**config.mk**
```make
export PLATFORM = sky130hd
export DESIGN_NAME = registered_macrocell_array
export DESIGN_NICKNAME = d
export VERILOG_FILES = /design/src/rtl/macrocell_pkg.sv /design/src/rtl/registered_macrocell_array.sv
export VERILOG_INCLUDE_DIRS = /design/src /design/src/rtl
export SDC_FILE = /design/constraint.sdc
export NUM_CORES = 1
export LEC_CHECK = 0
export BUFFER_PORTS_ARGS = -buffer_cell sky130_fd_sc_hd__buf_2
export CAP_MARGIN = 15
export CORE_AREA = 2 2 86 88
export DETAILED_ROUTE_END_ITERATION = 10
export DIE_AREA = 0 0 88 90
export GPL_TIMING_DRIVEN = 0
export PLACE_DENSITY_LB_ADDON = 0.08
export SLEW_MARGIN = 25
export SYNTH_ARGS = -nofsm -noshare
export SYNTH_HDL_FRONTEND = slang
export SYNTH_SLANG_ARGS = --single-unit
```
**constraint.sdc**
```tcl
create_clock -name clk -period 2.6 [get_ports clk]
set_input_delay 0.26 -clock clk [delete_from_list [all_inputs] [get_ports clk]]
set_output_delay 0.26 -clock clk [all_outputs]
set_load 0.02 [all_outputs]
```
**src/rtl/macrocell_defs.svh**
```systemverilog
`ifndef MACROCELL_DEFS_SVH
`define MACROCELL_DEFS_SVH

// ********************************************************************
// Array dimensions.
// ********************************************************************
`define MC_COUNT 10
`define INPUT_PINS 10
`define SUM_TERMS 4

// ********************************************************************
// Reset values.
// ********************************************************************
`define STATE_RESET 1'h0
`define PIN_RESET 1'h1
`define DRIVE_RESET 1'h0
`define SYNC_RESET 1'h0
`define SYNC_N_RESET 1'h1
`define CLK_TERM_RESET 1'h1

// ********************************************************************
// Flip-flop levels set by reset and preset.
// ********************************************************************
`define LEVEL_RESET 1'h0
`define LEVEL_PRESET 1'h1

`endif

```
**src/rtl/macrocell_pkg.sv**
```systemverilog
`include "macrocell_defs.svh"

package macrocell_pkg;

  // Product terms that the logic array delivers to one macrocell.
  typedef struct packed {
    logic [`SUM_TERMS-1:0] sum;
    logic clock;
    logic reset;
    logic preset;
    logic oe;
  } pterm_t;

  // Operating mode of one macrocell in the current cycle.
  typedef enum logic [5:0] {
    MODE_REG = 6'h01,
    MODE_RESET = 6'h02,
    MODE_PRESET = 6'h04,
    MODE_COMB = 6'h08,
    MODE_LOAD = 6'h10,
    MODE_KEEP = 6'h20
  } mode_t;

endpackage

```
**src/rtl/registered_macrocell_array.sv**
```systemverilog
`timescale 1ns/1ns
`include "macrocell_defs.svh"

// Summary of operation
// - Ten cells, each flip-flop with own controls.
// - Data is OR of four terms, XORed.
// - Ten inputs, ten switchable I/O pins.
// - Capture on own clock term rising edge.
// - Clock terms may use pins and feedback.
// - Polarity zero active low, one active high.
// - Pin is inverse of flip-flop state.
// - Polarity affects clocked data capture and the bypass path.
// - Drive needs own enable and low pin.
// - Shared enable high floats all outputs.
// - Reset and preset act on level.
// - Reset gives zero, preset gives one.
// - Both active bypasses flip-flop to output.
// - Combinatorial mode follows terms one edge late.
// - Preload low loads undriven flip-flops from pins.
// - Low pin presets, high pin resets.
// - Enabled output keeps state during preload.
// - Every pin has own path; cells identical.

module registered_macrocell_array (
  // Clock and reset.
  input wire logic clk,
  input wire logic reset_n,
  // Dedicated input pins and shared control pins.
  input wire logic [`INPUT_PINS-1:0] input_pin,
  input wire logic output_enable_n,
  input wire logic preload_n,
  // Programmable I/O pins.
  input wire logic [`MC_COUNT-1:0] io_in,
  output logic [`MC_COUNT-1:0] io_out,
  output logic [`MC_COUNT-1:0] io_oe,
  // Product terms from the logic array, one set per cell.
  input wire macrocell_pkg::pterm_t [`MC_COUNT-1:0] terms,
  // Polarity bits, one per cell.
  input wire logic [`MC_COUNT-1:0] polarity,
  // Paths back into the logic array.
  output logic [`INPUT_PINS-1:0] input_to_array,
  output logic [`MC_COUNT-1:0] io_to_array,
  output logic [`MC_COUNT-1:0] feedback
);

  // ******************************************************************
  // Pin synchronisers.
  // ******************************************************************

  logic [`INPUT_PINS-1:0] input_meta_r;
  logic [`INPUT_PINS-1:0] input_sync_r;
  logic [`MC_COUNT-1:0] io_meta_r;
  logic [`MC_COUNT-1:0] io_sync_r;
  logic oe_n_meta_r;
  logic oe_n_sync_r;
  logic preload_n_meta_r;
  logic preload_n_sync_r;

  // Dedicated inputs pass two flip-flops before the array sees them.
  always_ff @(posedge clk) begin
    if (!reset_n) begin
      input_meta_r <= {`INPUT_PINS{`SYNC_RESET}};
      input_sync_r <= {`INPUT_PINS{`SYNC_RESET}};
    end else begin
      input_meta_r <= input_pin;
      input_sync_r <= input_meta_r;
    end
  end

  // I/O pin levels pass two flip-flops before use.
  always_ff @(posedge clk) begin
    if (!reset_n) begin
      io_meta_r <= {`MC_COUNT{`SYNC_RESET}};
      io_sync_r <= {`MC_COUNT{`SYNC_RESET}};
    end else begin
      io_meta_r <= io_in;
      io_sync_r <= io_meta_r;
    end
  end

  // Shared active-low controls reset to their inactive level.
  always_ff @(posedge clk) begin
    if (!reset_n) begin
      oe_n_meta_r <= `SYNC_N_RESET;
      oe_n_sync_r <= `SYNC_N_RESET;
      preload_n_meta_r <= `SYNC_N_RESET;
      preload_n_sync_r <= `SYNC_N_RESET;
    end else begin
      oe_n_meta_r <= output_enable_n;
      oe_n_sync_r <= oe_n_meta_r;
      preload_n_meta_r <= preload_n;
      preload_n_sync_r <= preload_n_meta_r;
    end
  end

  // Each pin keeps its own path into the logic array.
  assign input_to_array = input_sync_r;
  assign io_to_array = io_sync_r;

  // ******************************************************************
  // Macrocell state.
  // ******************************************************************

  logic [`MC_COUNT-1:0] state_r;
  logic [`MC_COUNT-1:0] state_nxt;
  logic [`MC_COUNT-1:0] pin_r;
  logic [`MC_COUNT-1:0] pin_nxt;
  logic [`MC_COUNT-1:0] drive_r;
  logic [`MC_COUNT-1:0] drive_nxt;
  logic [`MC_COUNT-1:0] clk_term_r;
  logic [`MC_COUNT-1:0] clk_rise;
  logic [`MC_COUNT-1:0] xor_node;
  logic [`MC_COUNT-1:0] comb_sel;
  logic preload_act;
  logic [`MC_COUNT-1:0] rst_only;
  logic [`MC_COUNT-1:0] pre_only;

  // Preload is active while the synchronised pin is low.
  assign preload_act = !preload_n_sync_r;

  // Outputs come straight from the cell flip-flops.
  assign io_out = pin_r;
  assign io_oe = drive_r;
  assign feedback = state_r;

  // ******************************************************************
  // Identical cells, one per I/O pin.
  // ******************************************************************

  genvar i;
  generate
    for (i = 0; i < `MC_COUNT; i++) begin : gen_cell
      macrocell_pkg::mode_t mode;

      // Sum of four terms through the polarity gate.
      assign xor_node[i] = (|terms[i].sum) ^ polarity[i];

      // A rising clock term is seen against its value last cycle.
      assign clk_rise[i] = terms[i].clock && !clk_term_r[i];

      // Both terms active select the register bypass.
      assign comb_sel[i] = terms[i].reset && terms[i].preset;
      assign rst_only[i] = terms[i].reset && !terms[i].preset;
      assign pre_only[i] = terms[i].preset && !terms[i].reset;

      // Mode decode; preload outranks every other cell input.
      always_comb begin
        if (preload_act && !drive_r[i]) begin
          mode = macrocell_pkg::MODE_LOAD;
        end else if (preload_act) begin
          mode = macrocell_pkg::MODE_KEEP;
        end else if (comb_sel[i]) begin
          mode = macrocell_pkg::MODE_COMB;
        end else if (terms[i].reset) begin
          mode = macrocell_pkg::MODE_RESET;
        end else if (terms[i].preset) begin
          mode = macrocell_pkg::MODE_PRESET;
        end else begin
          mode = macrocell_pkg::MODE_REG;
        end
      end

      // Next flip-flop state; only clocked capture sees polarity.
      always_comb begin
        case (mode)
          macrocell_pkg::MODE_LOAD: begin
            state_nxt[i] = !io_sync_r[i];
          end
          macrocell_pkg::MODE_KEEP: begin
            state_nxt[i] = state_r[i];
          end
          macrocell_pkg::MODE_COMB: begin
            state_nxt[i] = state_r[i];
          end
          macrocell_pkg::MODE_RESET: begin
            state_nxt[i] = `LEVEL_RESET;
          end
          macrocell_pkg::MODE_PRESET: begin
            state_nxt[i] = `LEVEL_PRESET;
          end
          macrocell_pkg::MODE_REG: begin
            state_nxt[i] = clk_rise[i] ? xor_node[i] : state_r[i];
          end
          default: begin
            state_nxt[i] = state_r[i];
          end
        endcase
      end

      // The inverting buffer drives the bypass or the register.
      always_comb begin
        if (comb_sel[i] && !preload_act) begin
          pin_nxt[i] = !xor_node[i];
        end else begin
          pin_nxt[i] = !state_nxt[i];
        end
      end

      // Own enable term gated by the shared active-low pin.
      assign drive_nxt[i] = terms[i].oe && !oe_n_sync_r;

      // Cell flip-flop with its own clock term.
      always_ff @(posedge clk) begin
        if (!reset_n) begin
          state_r[i] <= `STATE_RESET;
        end else begin
          state_r[i] <= state_nxt[i];
        end
      end

      // Clock term history for edge detection.
      always_ff @(posedge clk) begin
        if (!reset_n) begin
          clk_term_r[i] <= `CLK_TERM_RESET;
        end else begin
          clk_term_r[i] <= terms[i].clock;
        end
      end

      // Registered pin level and driver enable.
      always_ff @(posedge clk) begin
        if (!reset_n) begin
          pin_r[i] <= `PIN_RESET;
          drive_r[i] <= `DRIVE_RESET;
        end else begin
          pin_r[i] <= pin_nxt[i];
          drive_r[i] <= drive_nxt[i];
        end
      end

    end
  endgenerate
endmodule // registered_macrocell_array

```
---- Yosys cells after proc, flatten, opt, wreduce, memory -nomap -nowiden ----
Index checks and enable logic that the tools add are counted.
W data, S select, Z words.
storage, ports and cells
  flip-flop bits (word level) ............. 84
  output and inout port bits .............. 50
  input port bits ......................... 114
  logic and storage cells ................. 290
operators by class
  bitwise logic cells ..................... 10
  equal/unequal tests ..................... 40
  reductions and logical operators ........ 112
  multiplexer cells ....................... 80
operator list
  kind                  count
  $mux W6               20
  $eq A6 B1 Y1 const B  10
  $eq A6 B2 Y1 const B  10
  $eq A6 B3 Y1 const B  10
  $eq A6 B5 Y1 const B  10
  $mux W3               20
  $logic_not A1 Y1      52
  $logic_and A1 B1 Y1   50
  $mux W4               10
  $pmux W1 S4           10
  $reduce_or A4 Y1      10
  $mux W1               20
  $xor A1 B1 Y1         10

---- Logic depth before layout (Yosys ltp) ----
Gate-level depths: netlist (run 1).
  depth in word-level cells ............... 9
  mapped depth ............................ 6
  depth with buffers taken out ............ 4

---- Worst setup path after synthesis (run 1) ----
Ideal clock, no wire load.
  path type ............................... reg2reg
  from .................................... register io_sync_r[5], in the netlist io_to_array[5]
  to ...................................... register (tool-made name)
  cell stages (with the launch flop) ...... 5
  setup time .............................. 129 ps
  path buffers ............................ 0
  clock period less this slack ............ 1336 ps
  slack ................................... 1264 ps
  required time ........................... 2471 ps
  data arrival time ....................... 1207 ps
  cell sequence ........................... dfxtp_1 > or3b_2 > o211ai_1 > a21oi_1 > a2bb2oi_1
RTL lines
  element                 RTL line                          source
  from (decl)             registered_macrocell_array.sv:53  logic [`MC_COUNT-1:0] io_sync_r;
  from (signal assigned)  registered_macrocell_array.sv:74  io_sync_r <= {`MC_COUNT{`SYNC_RESET}};
  from (signal assigned)  registered_macrocell_array.sv:77  io_sync_r <= io_meta_r;

---- Worst setup path in the final report (run 1) ----
  from .................................... register preload_n_sync_r
  to ...................................... register pin_r[1], in the netlist io_out[1]
between the ends
  word-level cells in the longest chain between the ends .. 7
  elaborated cells between the ends (all ways) .. 12
  those cells by class .................... 4 x eq/ne; 4 x mux; 4 x reduce/logical
ends and longest elaborated chain
  element                               RTL line                           source
  from (decl)                           registered_macrocell_array.sv:57   logic preload_n_sync_r;
  from (signal assigned)                registered_macrocell_array.sv:87   preload_n_sync_r <= `SYNC_N_RESET;
  from (signal assigned)                registered_macrocell_array.sv:92   preload_n_sync_r <= preload_n_meta_r;
  $logic_not A1 Y1                      registered_macrocell_array.sv:119  assign preload_act = !preload_n_sync_r;
  $logic_and A1 B1 Y1                   registered_macrocell_array.sv:148  if (preload_act && !drive_r[i]) begin
  $mux W6                               registered_macrocell_array.sv:148
  $eq A6 B1 Y1 (tied with other cells)  registered_macrocell_array.sv:165  case (mode)
  $pmux W1 S4                           registered_macrocell_array.sv:165
  $logic_not A1 Y1                      registered_macrocell_array.sv:195  pin_nxt[i] = !state_nxt[i];
  $mux W1 (*)                           registered_macrocell_array.sv:192  if (comb_sel[i] && !preload_act) begin
  to (signal, indexed assignment)       registered_macrocell_array.sv:223  pin_r[i] <= `PIN_RESET;
  to (signal, indexed assignment)       registered_macrocell_array.sv:226  pin_r[i] <= pin_nxt[i];
  to (decl)                             registered_macrocell_array.sv:106  logic [`MC_COUNT-1:0] pin_r;
Every way passes the cells marked *; elsewhere a longest branch is shown, timed or not.
A chain may end at the register's enable or synchronous reset.

==> qor.csv, run 1 <==
metric,value,unit
gp_congestion,0.8222,
drt_iter0_drc,105,
clockPowerShare,0.360,
syn2layout_area_growth,34.66,%
critPathMaxFanout,10,
post_cts_buffers,0,
core,7020,um2
p_leak,0.002070,uW
finalPower,2784,uW
finClkSkew,9.392,ps
status,finished clean,
fin_crit,1617,ps
postRouteWirelength,8367,um
ys_warn_count,0,
power_density,622.5,nW/um2
syn_avg_cell_area,10.48,um2
num_vias,2856,
max_slew_margin,0.4641,
grt.overflow.total,0,
worstMarginPinSlew,800.8,ps
first_pass_iters,4,
hpwl,6198,um
io_buffers,162,
drive_gt1_frac,0.4101,
postCtsResizedCells,0,
row_count,31,
post-route-period-util,0.6219,
hold_slack,92.89,ps
clock_latency,340,ps
gr-usage-all-layers,0.2148,
cts_root_buf,clkbuf_8,
fin_util,0.6370,
numClockSinks,84,
r2r_cells,5,
final.setup.tns,0,ps
synthFlopType,dfxtp_1,
grt_max_degree,15,
drc,0,
placed_area,4255,um2
synthCells,317,
grt_pass1_wl,13080,um
critPathCapture,io_out[1]$_SDFF_PN1_,
ctsHoldBuffers,0,
synth-edff-count,0,
ys_seq_area_frac,0.5064,
cp_data_arrival_time,1880,ps
cap_violations,0,
dieArea,7920,um2
clock.fmax,618.5,MHz
timing.rr.end,io_out[1]$_SDFF_PN1_,
htree_levels,3,
rrSetupSlack,980,ps
critPathCaptureType,flop,
path_class,reg2reg,
synth_area,3321,um2
wl_per_cell,14.09,um
ant_nets,0,
die_x,88,um
cts_buffer_depth,2,
ios,164,
required,2860,ps
start_kind,flop,
power_frac_seq,0.495,
hold_viol,0,
setup_violations,0,
die_h,90,um
ir_worst_vdd,0.3818,mV
fin_area,4472,um2
p_sw,692.5,uW
crit_path_start,preload_n_sync_r$_SDFF_PN1_,
ys_types,33,
hold_path_class,in2reg,
vias_per_cell,4.808,
r2r_start,preload_n_sync_r$_SDFF_PN1_,
p_comb_frac,0.144,
async_flop_share,0,
syn-num-nets,431,
hold_depth,2,
antenna_found_initial,0,
rsz0062_at_grt,false,
cts_made_buffers,9,
ys_seq_elements,84,
p_sw_frac,0.2488,
diodes,0,
fill_cells,612,
p_int,2091,uW
first_global_vias,2773,
slew_viol_final,0,
start_util,0.4730,
cts_tree,built,
layout.nets,604,
path_clk_slew,80,ps
[power groups by stage]
stage / registers, uW / clock network (uW) / logic [uW]
after floorplan: 1460 / 0 / 168
after global placement: 1410 / 0 / 395
after detailed placement: 1410 / 0 / 401
after CTS: 1380 / 1030 / 403
after global routing: 1390 / 1090 / 440
final: 1380 / 1000 / 401
[logic make-up (layout without fill, tap and decap cells)]
kind of cell | count (synthesis) | count (layout) | share of synthesized area
and+or+nand+nor | 140 | 140 | 0.2909
DFF | 84 | 84 | 0.5064
AOI/OAI and AO/OA | 48 | 48 | 0.1145
buffers and inverters | 25 | 203 | 0.03014
xor gates and xnor gates | 10 | 10 | 0.02637
muxes | 10 | 10 | 0.03165
[cell usage after synthesis, types with 7 or more instances]
| library cell | n | area, um2 |
|---|---|---|
| xnor2_1 | 10 | 87.58 |
| dfxtp_1 | 84 | 1682 |
| clkbuf_1 | 7 | 26.28 |
| nor2b_1 | 12 | 75.07 |
| inv_1 | 11 | 41.29 |
| o21ai_0 | 8 | 40.04 |
| nand2b_1 | 18 | 112.6 |
| and3_1 | 12 | 75.07 |
| and2_1 | 50 | 312.8 |
| nor3b_1 | 10 | 75.07 |
| nor3_1 | 8 | 40.04 |
[layout make-up]
class                           count  area [um2]  area share
Sequential cell                    84        1682      0.3760
Multi-Input combinational cell    208        1539      0.3442
Timing Repair Buffer              162       810.8      0.1813
Clock buffer                       11       131.4     0.02938
Tap cell                           99       123.9     0.02770
Clock inverter                      5       85.08     0.01903
Buffer                             13       55.05     0.01231
Inverter                           12       45.04     0.01007
[per-layer routing]
metal / vias up / share of wire / routed length [um] / global-route usage
met5: - / 0 / 0 / 0
met1: 1287 / 0.44 / 3712 / 0.2695
met2: 99 / 0.48 / 3992 / 0.3497
met3: 11 / 0.063 / 529 / 0.05051
li1: 1459 / - / - / -
met4: 0 / 0.016 / 132 / 0.08846
[critical path, cell delays in order, from the launching register on]
cell      delay [ps]
dfxtp_1          420
buf_2            320
buf_2            290
nand3_1          150
nor3b_1          170
a221oi_2         180
[cells in the final DEF, fill, tap and decap left out, types with 8 or more instances in the layout]
cell type,n
inv_1,11
nor2b_1,12
dfxtp_1,84
nor3b_1,10
and2_1,50
o21ai_0,8
clkbuf_1,9
nor3_1,8
nand2b_1,18
buf_2,166
clkbuf_8,9
xnor2_1,10
and3_1,12
[worst min-delay path by stage]
stage	startpoint	to	slack (ps)
floorplan	terms[3]	clk_term_r[0]$_SDFF_PN1_	360
global placement	oe_n_meta_r$_SDFF_PN1_	oe_n_sync_r$_SDFF_PN1_	390
detailed placement	preload_n_meta_r$_SDFF_PN1_	preload_n_sync_r$_SDFF_PN1_	390
CTS	preload_n	preload_n_meta_r$_SDFF_PN1_	80
global route	output_enable_n	oe_n_meta_r$_SDFF_PN1_	80
finish	output_enable_n	oe_n_meta_r$_SDFF_PN1_	90
[stage by stage]
stage / worst slack [ps] / instances
3_3_place_gp: 790.3 / 578
3_5_place_dp: 821.4 / 578
2_1_floorplan: 1264 / 317
6_report: 983.1 / 594
5_1_grt: 799.8 / 594
4_1_cts: 990.2 / 594
Note: power is estimated with default switching activity, not from simulation.
==> inputs of run 2 (changes only) <==
ABC_AREA = 1   (was default)
CORE_AREA = 2 2 94 96   (was 2 2 86 88)
DIE_AREA = 0 0 96 98   (was 0 0 88 90)
clock period = 1.3 ns   (was 2.6 ns; I/O delays follow)
==> run 2 against run 1 <==
Net effect: via count increased by 28%; register-to-register slack got worse by 870 ps; global-route usage decreased by 1.6 points; wire length grew 11%; sequential power is 100% higher; critical path depth increased by 2; flip-flop and latch count unchanged; cell area grew 13%; die area increased by 19%; final cell count up 40%; highest routed layer unchanged.
==> qor.csv, run 2 <==
metric,value,unit,change
cp_data_arrival_time,1410,ps,was 1880 ps
path_delay_family,flip-flops,,was buffers and inverters
placed_area,4379,um2,was 4255 um2
dpl.cell_count,769,,was 578
max_slew_margin,0.5180,,was 0.4641
gp_congestion,0.8077,,was 0.8222
finClkSkew,8.510,ps,was 9.392 ps
synthCells,499,,was 317
drive_gt1_frac,0.2760,,was 0.4101
yosys.area.top_type_share,0.4898,,was 0.5064
cp_slowest_cell,dfxtp_4,,was dfxtp_1
ys_warn_count,0,,unchanged
synthTopCellsByArea,"dfxtp_1 (49%), nand2_1 (17%), inv_1 (9.1%)",,"was dfxtp_1 (51%), and2_1 (9.4%), nand2b_1 (3.4%)"
first_global_vias,3437,,"was 2,773"
layout.nets,830,,was 604
synth.most_common_cell,nand2_1,,was dfxtp_1
setup_violations,0,,unchanged
synth_commonest_cells,"nand2_1 (154), dfxtp_1 (84), inv_1 (83)",,"was dfxtp_1 (84), and2_1 (50), nand2b_1 (18)"
synth-edff-count,0,,unchanged
path_clk_slew,90,ps,was 80 ps
ys_seq_elements,84,,unchanged
hold_path_class,in2reg,,unchanged
htree_levels,3,,unchanged
drc,0,,unchanged
num_vias,3665,,"was 2,856"
cts_root_buf,clkbuf_8,,unchanged
ys_types,21,,was 33
diodes,0,,unchanged
status,finished clean,,unchanged
async_flop_share,0,,unchanged
syn2layout_area_growth,46.90,%,was 34.66%
first_pass_iters,4,,unchanged
post-place-ws,-139.6,ps,was 821.4 ps
path_class,reg2reg,,unchanged
worstMarginPinSlew,723.1,ps,was 800.8 ps
cpPeakStageDelay,390,ps,was 420 ps
final_common_cell,buf_2,,unchanged
post-route-period-util,0.9159,,was 0.6219
synth_top_area_cell,dfxtp_1,,unchanged
fin_crit,1191,ps,was 1617 ps
fin_util,0.5958,,was 0.6370
vias_per_cell,4.421,,was 4.808
grt_pass1_wl,14580,um,"was 13,080 um"
final_cells,829,,was 594
p_leak,0.002776,uW,was 0.002070 uW
dieArea,9408,um2,was 7920 um2
row_count,34,,was 31
hold_viol,0,,unchanged
final_cell_mix,"buf_2 (162), nand2_1 (154), inv_1 (83), dfxtp_1 (83), nor2_1 (79)",,"was buf_2 (166), dfxtp_1 (84), and2_1 (50)"
io_buffers,162,,unchanged
ys_seq_area_frac,0.4898,,was 0.5064
critPathMaxFanout,6,,was 10
core,8466,um2,was 7020 um2
required,1520,ps,was 2860 ps
finalPower,5607,uW,was 2784 uW
start_kind,flop,,unchanged
synth_area,3433,um2,was 3321 um2
worst_path_most_repeated_cell,nand2_1,,was buf_2
die_h,98,um,was 90 um
crit_buf_inv,1,,was 2
ant_nets,0,,unchanged
cts_buffer_depth,2,,unchanged
wl_per_cell,11.20,um,was 14.09 um
power_density,1112,nW/um2,was 622.5 nW/um2
fin_area,5044,um2,was 4472 um2
clock.fmax,839.8,MHz,was 618.5 MHz
path_cells,buf_4 > nand3_1 > o21ai_1 > a21oi_1 > nand2_1 > nand2_1 > nor2_1,,was buf_2 > buf_2 > nand3_1 > nor3b_1 > a221oi_2
start_util,0.4056,,was 0.4730
syn_avg_cell_area,6.880,um2,was 10.48 um2
gr-usage-all-layers,0.1990,,was 0.2148
grt.overflow.total,0,,unchanged
clock_latency,350,ps,was 340 ps
worst_slack,109.3,ps,was 983.1 ps
rsz0062_at_grt,false,,unchanged
cap_violations,0,,unchanged
postRouteWirelength,9288,um,was 8367 um
die_x,96,um,was 88 um
slew_viol_final,0,,unchanged
antenna_found_initial,0,,unchanged
cts_tree,built,,unchanged
cts_made_buffers,9,,unchanged
synthFlopType,dfxtp_1,,unchanged
syn-num-nets,613,,was 431
hpwl,6597,um,was 6198 um
ios,164,,unchanged
ir_worst_vdd,0.6274,mV,was 0.3818 mV
critPathCaptureType,flop,,unchanged
grt_max_degree,17,,was 15
drt_iter0_drc,114,,was 105
numClockSinks,84,,unchanged
## run 2: cell count changes in the layout (fill, tap and decap cells not counted), moves of 10 or more
cell	delta
nor2b_1	-12
and3_1	-12
nand2b_1	-18
nand3_1	+24
xnor2_1	-10
nand2_1	+153
inv_1	+72
dlygate4sd3_1	+42
a21oi_1	+12
and2_1	-50
nor3b_1	-10
nor2_1	+74
## run 2: tightest hold or removal path, cell delays in order
cell and delay, ps:
buf_2 90, nor2_1 40, nand2_1 70, nand4_1 70, nand2_1 60
## run 2: metrics by stage
stage | hold slack (ps) | setup TNS (ps)
global route | 147.0 | 0
global placement | 311.1 | -1178
detailed placement | 314.3 | -1517
finish | 144.5 | 0
floorplan | 226.4 | 0
CTS | 112.5 | 0
## run 2: report_power, final
group,switching [uW],internal (uW)
clock network,987,915
registers,56.1,2710
logic,511,427
## run 2: timing repair
item,CTS,global route
pin swaps,0,0
setup buffers,0,2
hold buffers,42,0
setup endpoints to repair,20,15
gates resized for setup,2,7
hold endpoints to repair,42,0
## run 2: worst paths after layout
kind	endpoint	slack, ps	depth (start not counted)	startpoint
worst max-delay path	flop	110	7	preload_n_sync_r$_SDFF_PN1_
worst min register to register	io_to_array[3]$_SDFF_PN0_	420	2	io_meta_r[3]$_SDFF_PN0_
worst min-delay path	io_out[9]$_SDFF_PN1_	140	5	terms[74]
worst max register to register	flop	110	7	preload_n_sync_r$_SDFF_PN1_
## run 2: cell families after synthesis
kind of cell	after synthesis	share of synthesized area
AO/OA/AOI/OAI	34	0.05321
buffers and inverters	98	0.1130
flip-flops	84	0.4898
AND/OR/NAND/NOR	283	0.3440
## run 2: routing by layer
| layer | vias up | share of wire | GRT usage |
|---|---|---|---|
| li1 | 1936 | - | - |
| met4 | 0 | 0.0070 | 0.07143 |
| met3 | 6 | 0.056 | 0.03472 |
| met1 | 1624 | 0.42 | 0.2269 |
| met2 | 99 | 0.52 | 0.3632 |
| met5 | - | 0 | 0 |
## run 2: final cells by class
class / count / area (um2)
buffer: 14 / 82.58
clock buffer: 9 / 123.9
clock inverter: 7 / 81.33
inverter: 84 / 317.8
fill: 817 / 3422
multi-input combinational: 317 / 1371
timing repair buffer: 206 / 1246
sequential: 84 / 1685
tap: 108 / 135.1
==> inputs of run 3 (changes only) <==
ABC_AREA = 0   (was 1)
CORE_AREA = 2 2 93 95   (was 2 2 94 96)
DIE_AREA = 0 0 95 97   (was 0 0 96 98)
==> run 3 against run 2 <==
Net effect: the run now ends with setup timing left; critical path depth down 2; wire length is essentially flat; final cell count decreased by 22%; register-to-register slack worse by 220 ps; die area fell by 2.1%; maximum frequency fell by 16%; sequential share of layout area down 0.89 points; worst setup slack worse by 220 ps; flip-flop and latch count unchanged; combinational power increased by 6.1%; cell area up 3.0%; highest routed layer unchanged.
==> qor.csv, run 3 (synthesis gave the netlist of run 1 again) <==
metric,value,unit,change
post-route-period-util,1.085,,was 0.9159
required,1550,ps,was 1520 ps
antenna_found_initial,0,,unchanged
hold_viol,0,,unchanged
clockPowerShare,0.340,,was 0.339
row_count,33,,was 34
path_class,reg2reg,,unchanged
worst_slack,-110.8,ps,was 109.3 ps
clock.fmax,708.8,MHz,was 839.8 MHz
dieArea,9215,um2,was 9408 um2
hpwl,6344,um,was 6597 um
first_pass_iters,5,,was 4
core,8134,um2,was 8466 um2
post-place-ws,-390.5,ps,was -139.6 ps
rsz0062_at_grt,true,,was false
ir_worst_vdd,0.6747,mV,was 0.6274 mV
path_delay_family,compound AO/OA/AOI/OAI gates,,was flip-flops
ios,164,,unchanged
gp_congestion,0.7567,,was 0.8077
clock_latency,360,ps,was 350 ps
power_frac_seq,0.486,,was 0.493
final.setup.tns,-891.2,ps,was 0 ps
final_cell_mix,"buf_2 (163), dfxtp_1 (80), and2_1 (50)",,"was buf_2 (162), nand2_1 (154), inv_1 (83), dfxtp_1 (83), nor2_1 (79)"
final_cells,650,,was 829
drt_iter0_drc,57,,was 114
cp_data_arrival_time,1660,ps,was 1410 ps
status,"finished, violations left",,was finished clean
power_density,1096,nW/um2,was 1112 nW/um2
p_sw_frac,0.2715,,was 0.2772
p_sw,1545,uW,was 1554 uW
finClkSkew,8.868,ps,was 8.510 ps
grt_pass1_wl,14720,um,"was 14,580 um"
max_slew_margin,0.4262,,was 0.5180
layout.nets,654,,was 830
drive_gt1_frac,0.4532,,was 0.2760
crit_buf_inv,1,,unchanged
syn2layout_area_growth,56.37,%,was 46.90%
cts_made_buffers,9,,unchanged
failed_checks,setup timing,,
critPathMaxFanout,7,,was 6
path_clk_slew,90,ps,about the same
num_vias,3116,,"was 3,665"
final_common_cell,buf_2,,unchanged
setup_violations,16,,was 0
die_x,95,um,was 96 um
wl_per_cell,14.28,um,was 11.20 um
first_global_vias,3085,,"was 3,437"
postRouteWirelength,9285,um,was 9288 um
ant_nets,0,,unchanged
p_int,4146,uW,was 4052 uW
start_util,0.4082,,was 0.4056
diodes,0,,unchanged
critPathCaptureType,flop,,unchanged
fill_cells,715,,was 817
cts_root_buf,clkbuf_8,,unchanged
p_comb_frac,0.175,,was 0.167
io_buffers,162,,unchanged
cts_tree,built,,unchanged
p_leak,0.002343,uW,was 0.002776 uW
worstMarginPinSlew,860.7,ps,was 723.1 ps
cpPeakStageDelay,410,ps,was 390 ps
hold_path_class,in2reg,,unchanged
die_h,97,um,was 98 um
drc,0,,unchanged
fin_crit,1411,ps,was 1191 ps
slew_viol_final,0,,unchanged
grt.overflow.total,0,,unchanged
dpl.cell_count,584,,was 769
gr-usage-all-layers,0.2062,,was 0.1990
start_kind,flop,,unchanged
numClockSinks,84,,unchanged
htree_levels,3,,unchanged
grt_max_degree,17,,unchanged
cap_violations,0,,unchanged
path_cells,buf_8 > or3b_1 > o211ai_1 > a21oi_1 > a2bb2oi_1,,was buf_4 > nand3_1 > o21ai_1 > a21oi_1 > nand2_1 > nand2_1 > nor2_1
cp_slowest_cell,dfxtp_4,,unchanged
vias_per_cell,4.794,,was 4.421
cts_buffer_depth,2,,unchanged
## run 3: layout make-up
cell class,instances,area (um2),area share
Inverter,12,52.55,0.01012
Timing Repair Buffer,212,1311,0.2525
Buffer,13,93.84,0.01807
Clock inverter,7,81.33,0.01566
Sequential cell,84,1689,0.3253
Clock buffer,9,123.9,0.02386
Multi-Input combinational cell,208,1709,0.3292
Tap cell,105,131.4,0.02530
## run 3: stage by stage
| step | cell area (um2) | total power, uW | hold slack (ps) | utilization |
|---|---|---|---|---|
| 2_1_floorplan | 3327 | 3256 | 231.5 | - |
| 3_3_place_gp | 4269 | 3609 | 310.6 | 0.5248 |
| 3_5_place_dp | 4269 | 3623 | 315.1 | 0.5248 |
| 4_1_cts | 5086 | 5711 | 65.79 | 0.6253 |
| 5_1_grt | 5192 | 5976 | 86.89 | 0.6384 |
| 6_report | 5192 | 5691 | 85.21 | 0.6384 |
## run 3: routing by layer
layer / part of all wire / GRT usage / wire length (um)
met5: 0 / 0 / 0
met4: 0.016 / 0.06020 / 151
met1: 0.43 / 0.2528 / 4013
met3: 0.053 / 0.04907 / 494
met2: 0.50 / 0.3546 / 4626
## run 3: worst register-to-register path, stage by stage (launching register included)
cell,delay (ps)
dfxtp_4,410
buf_8,150
or3b_1,340
o211ai_1,160
a21oi_1,110
a2bb2oi_1,140
## run 3: final timing paths
check,cells past startpoint,endpoint,slack [ps],startpoint
hold reg to reg,1,preload_n_sync_r$_SDFF_PN1_,410,preload_n_meta_r$_SDFF_PN1_
setup / recovery,5,flop,-110,preload_n_sync_r$_SDFF_PN1_
setup reg to reg,5,flop,-110,preload_n_sync_r$_SDFF_PN1_
hold / removal,3,io_out[4]$_SDFF_PN1_,90,terms[33]
## run 3: power by group through the flow
stage	combinational (uW)	sequential (uW)	clock (uW)
6_report	995	2760	1930
5_1_grt	1080	2780	2110
4_1_cts	963	2760	1990
3_5_place_dp	803	2820	0
3_3_place_gp	792	2820	0
2_1_floorplan	337	2920	0
## run 3: repair_timing
action / 4_1_cts / 5_1_grt
resized for setup: 32 / 22
hold buffers: 42 / 0
setup buffers: 3 / 4
gates cloned: 1 / 0
pin swaps: 19 / 16
hold endpoints to repair: 42 / 0
endpoints found under the setup margin: 20 / 33
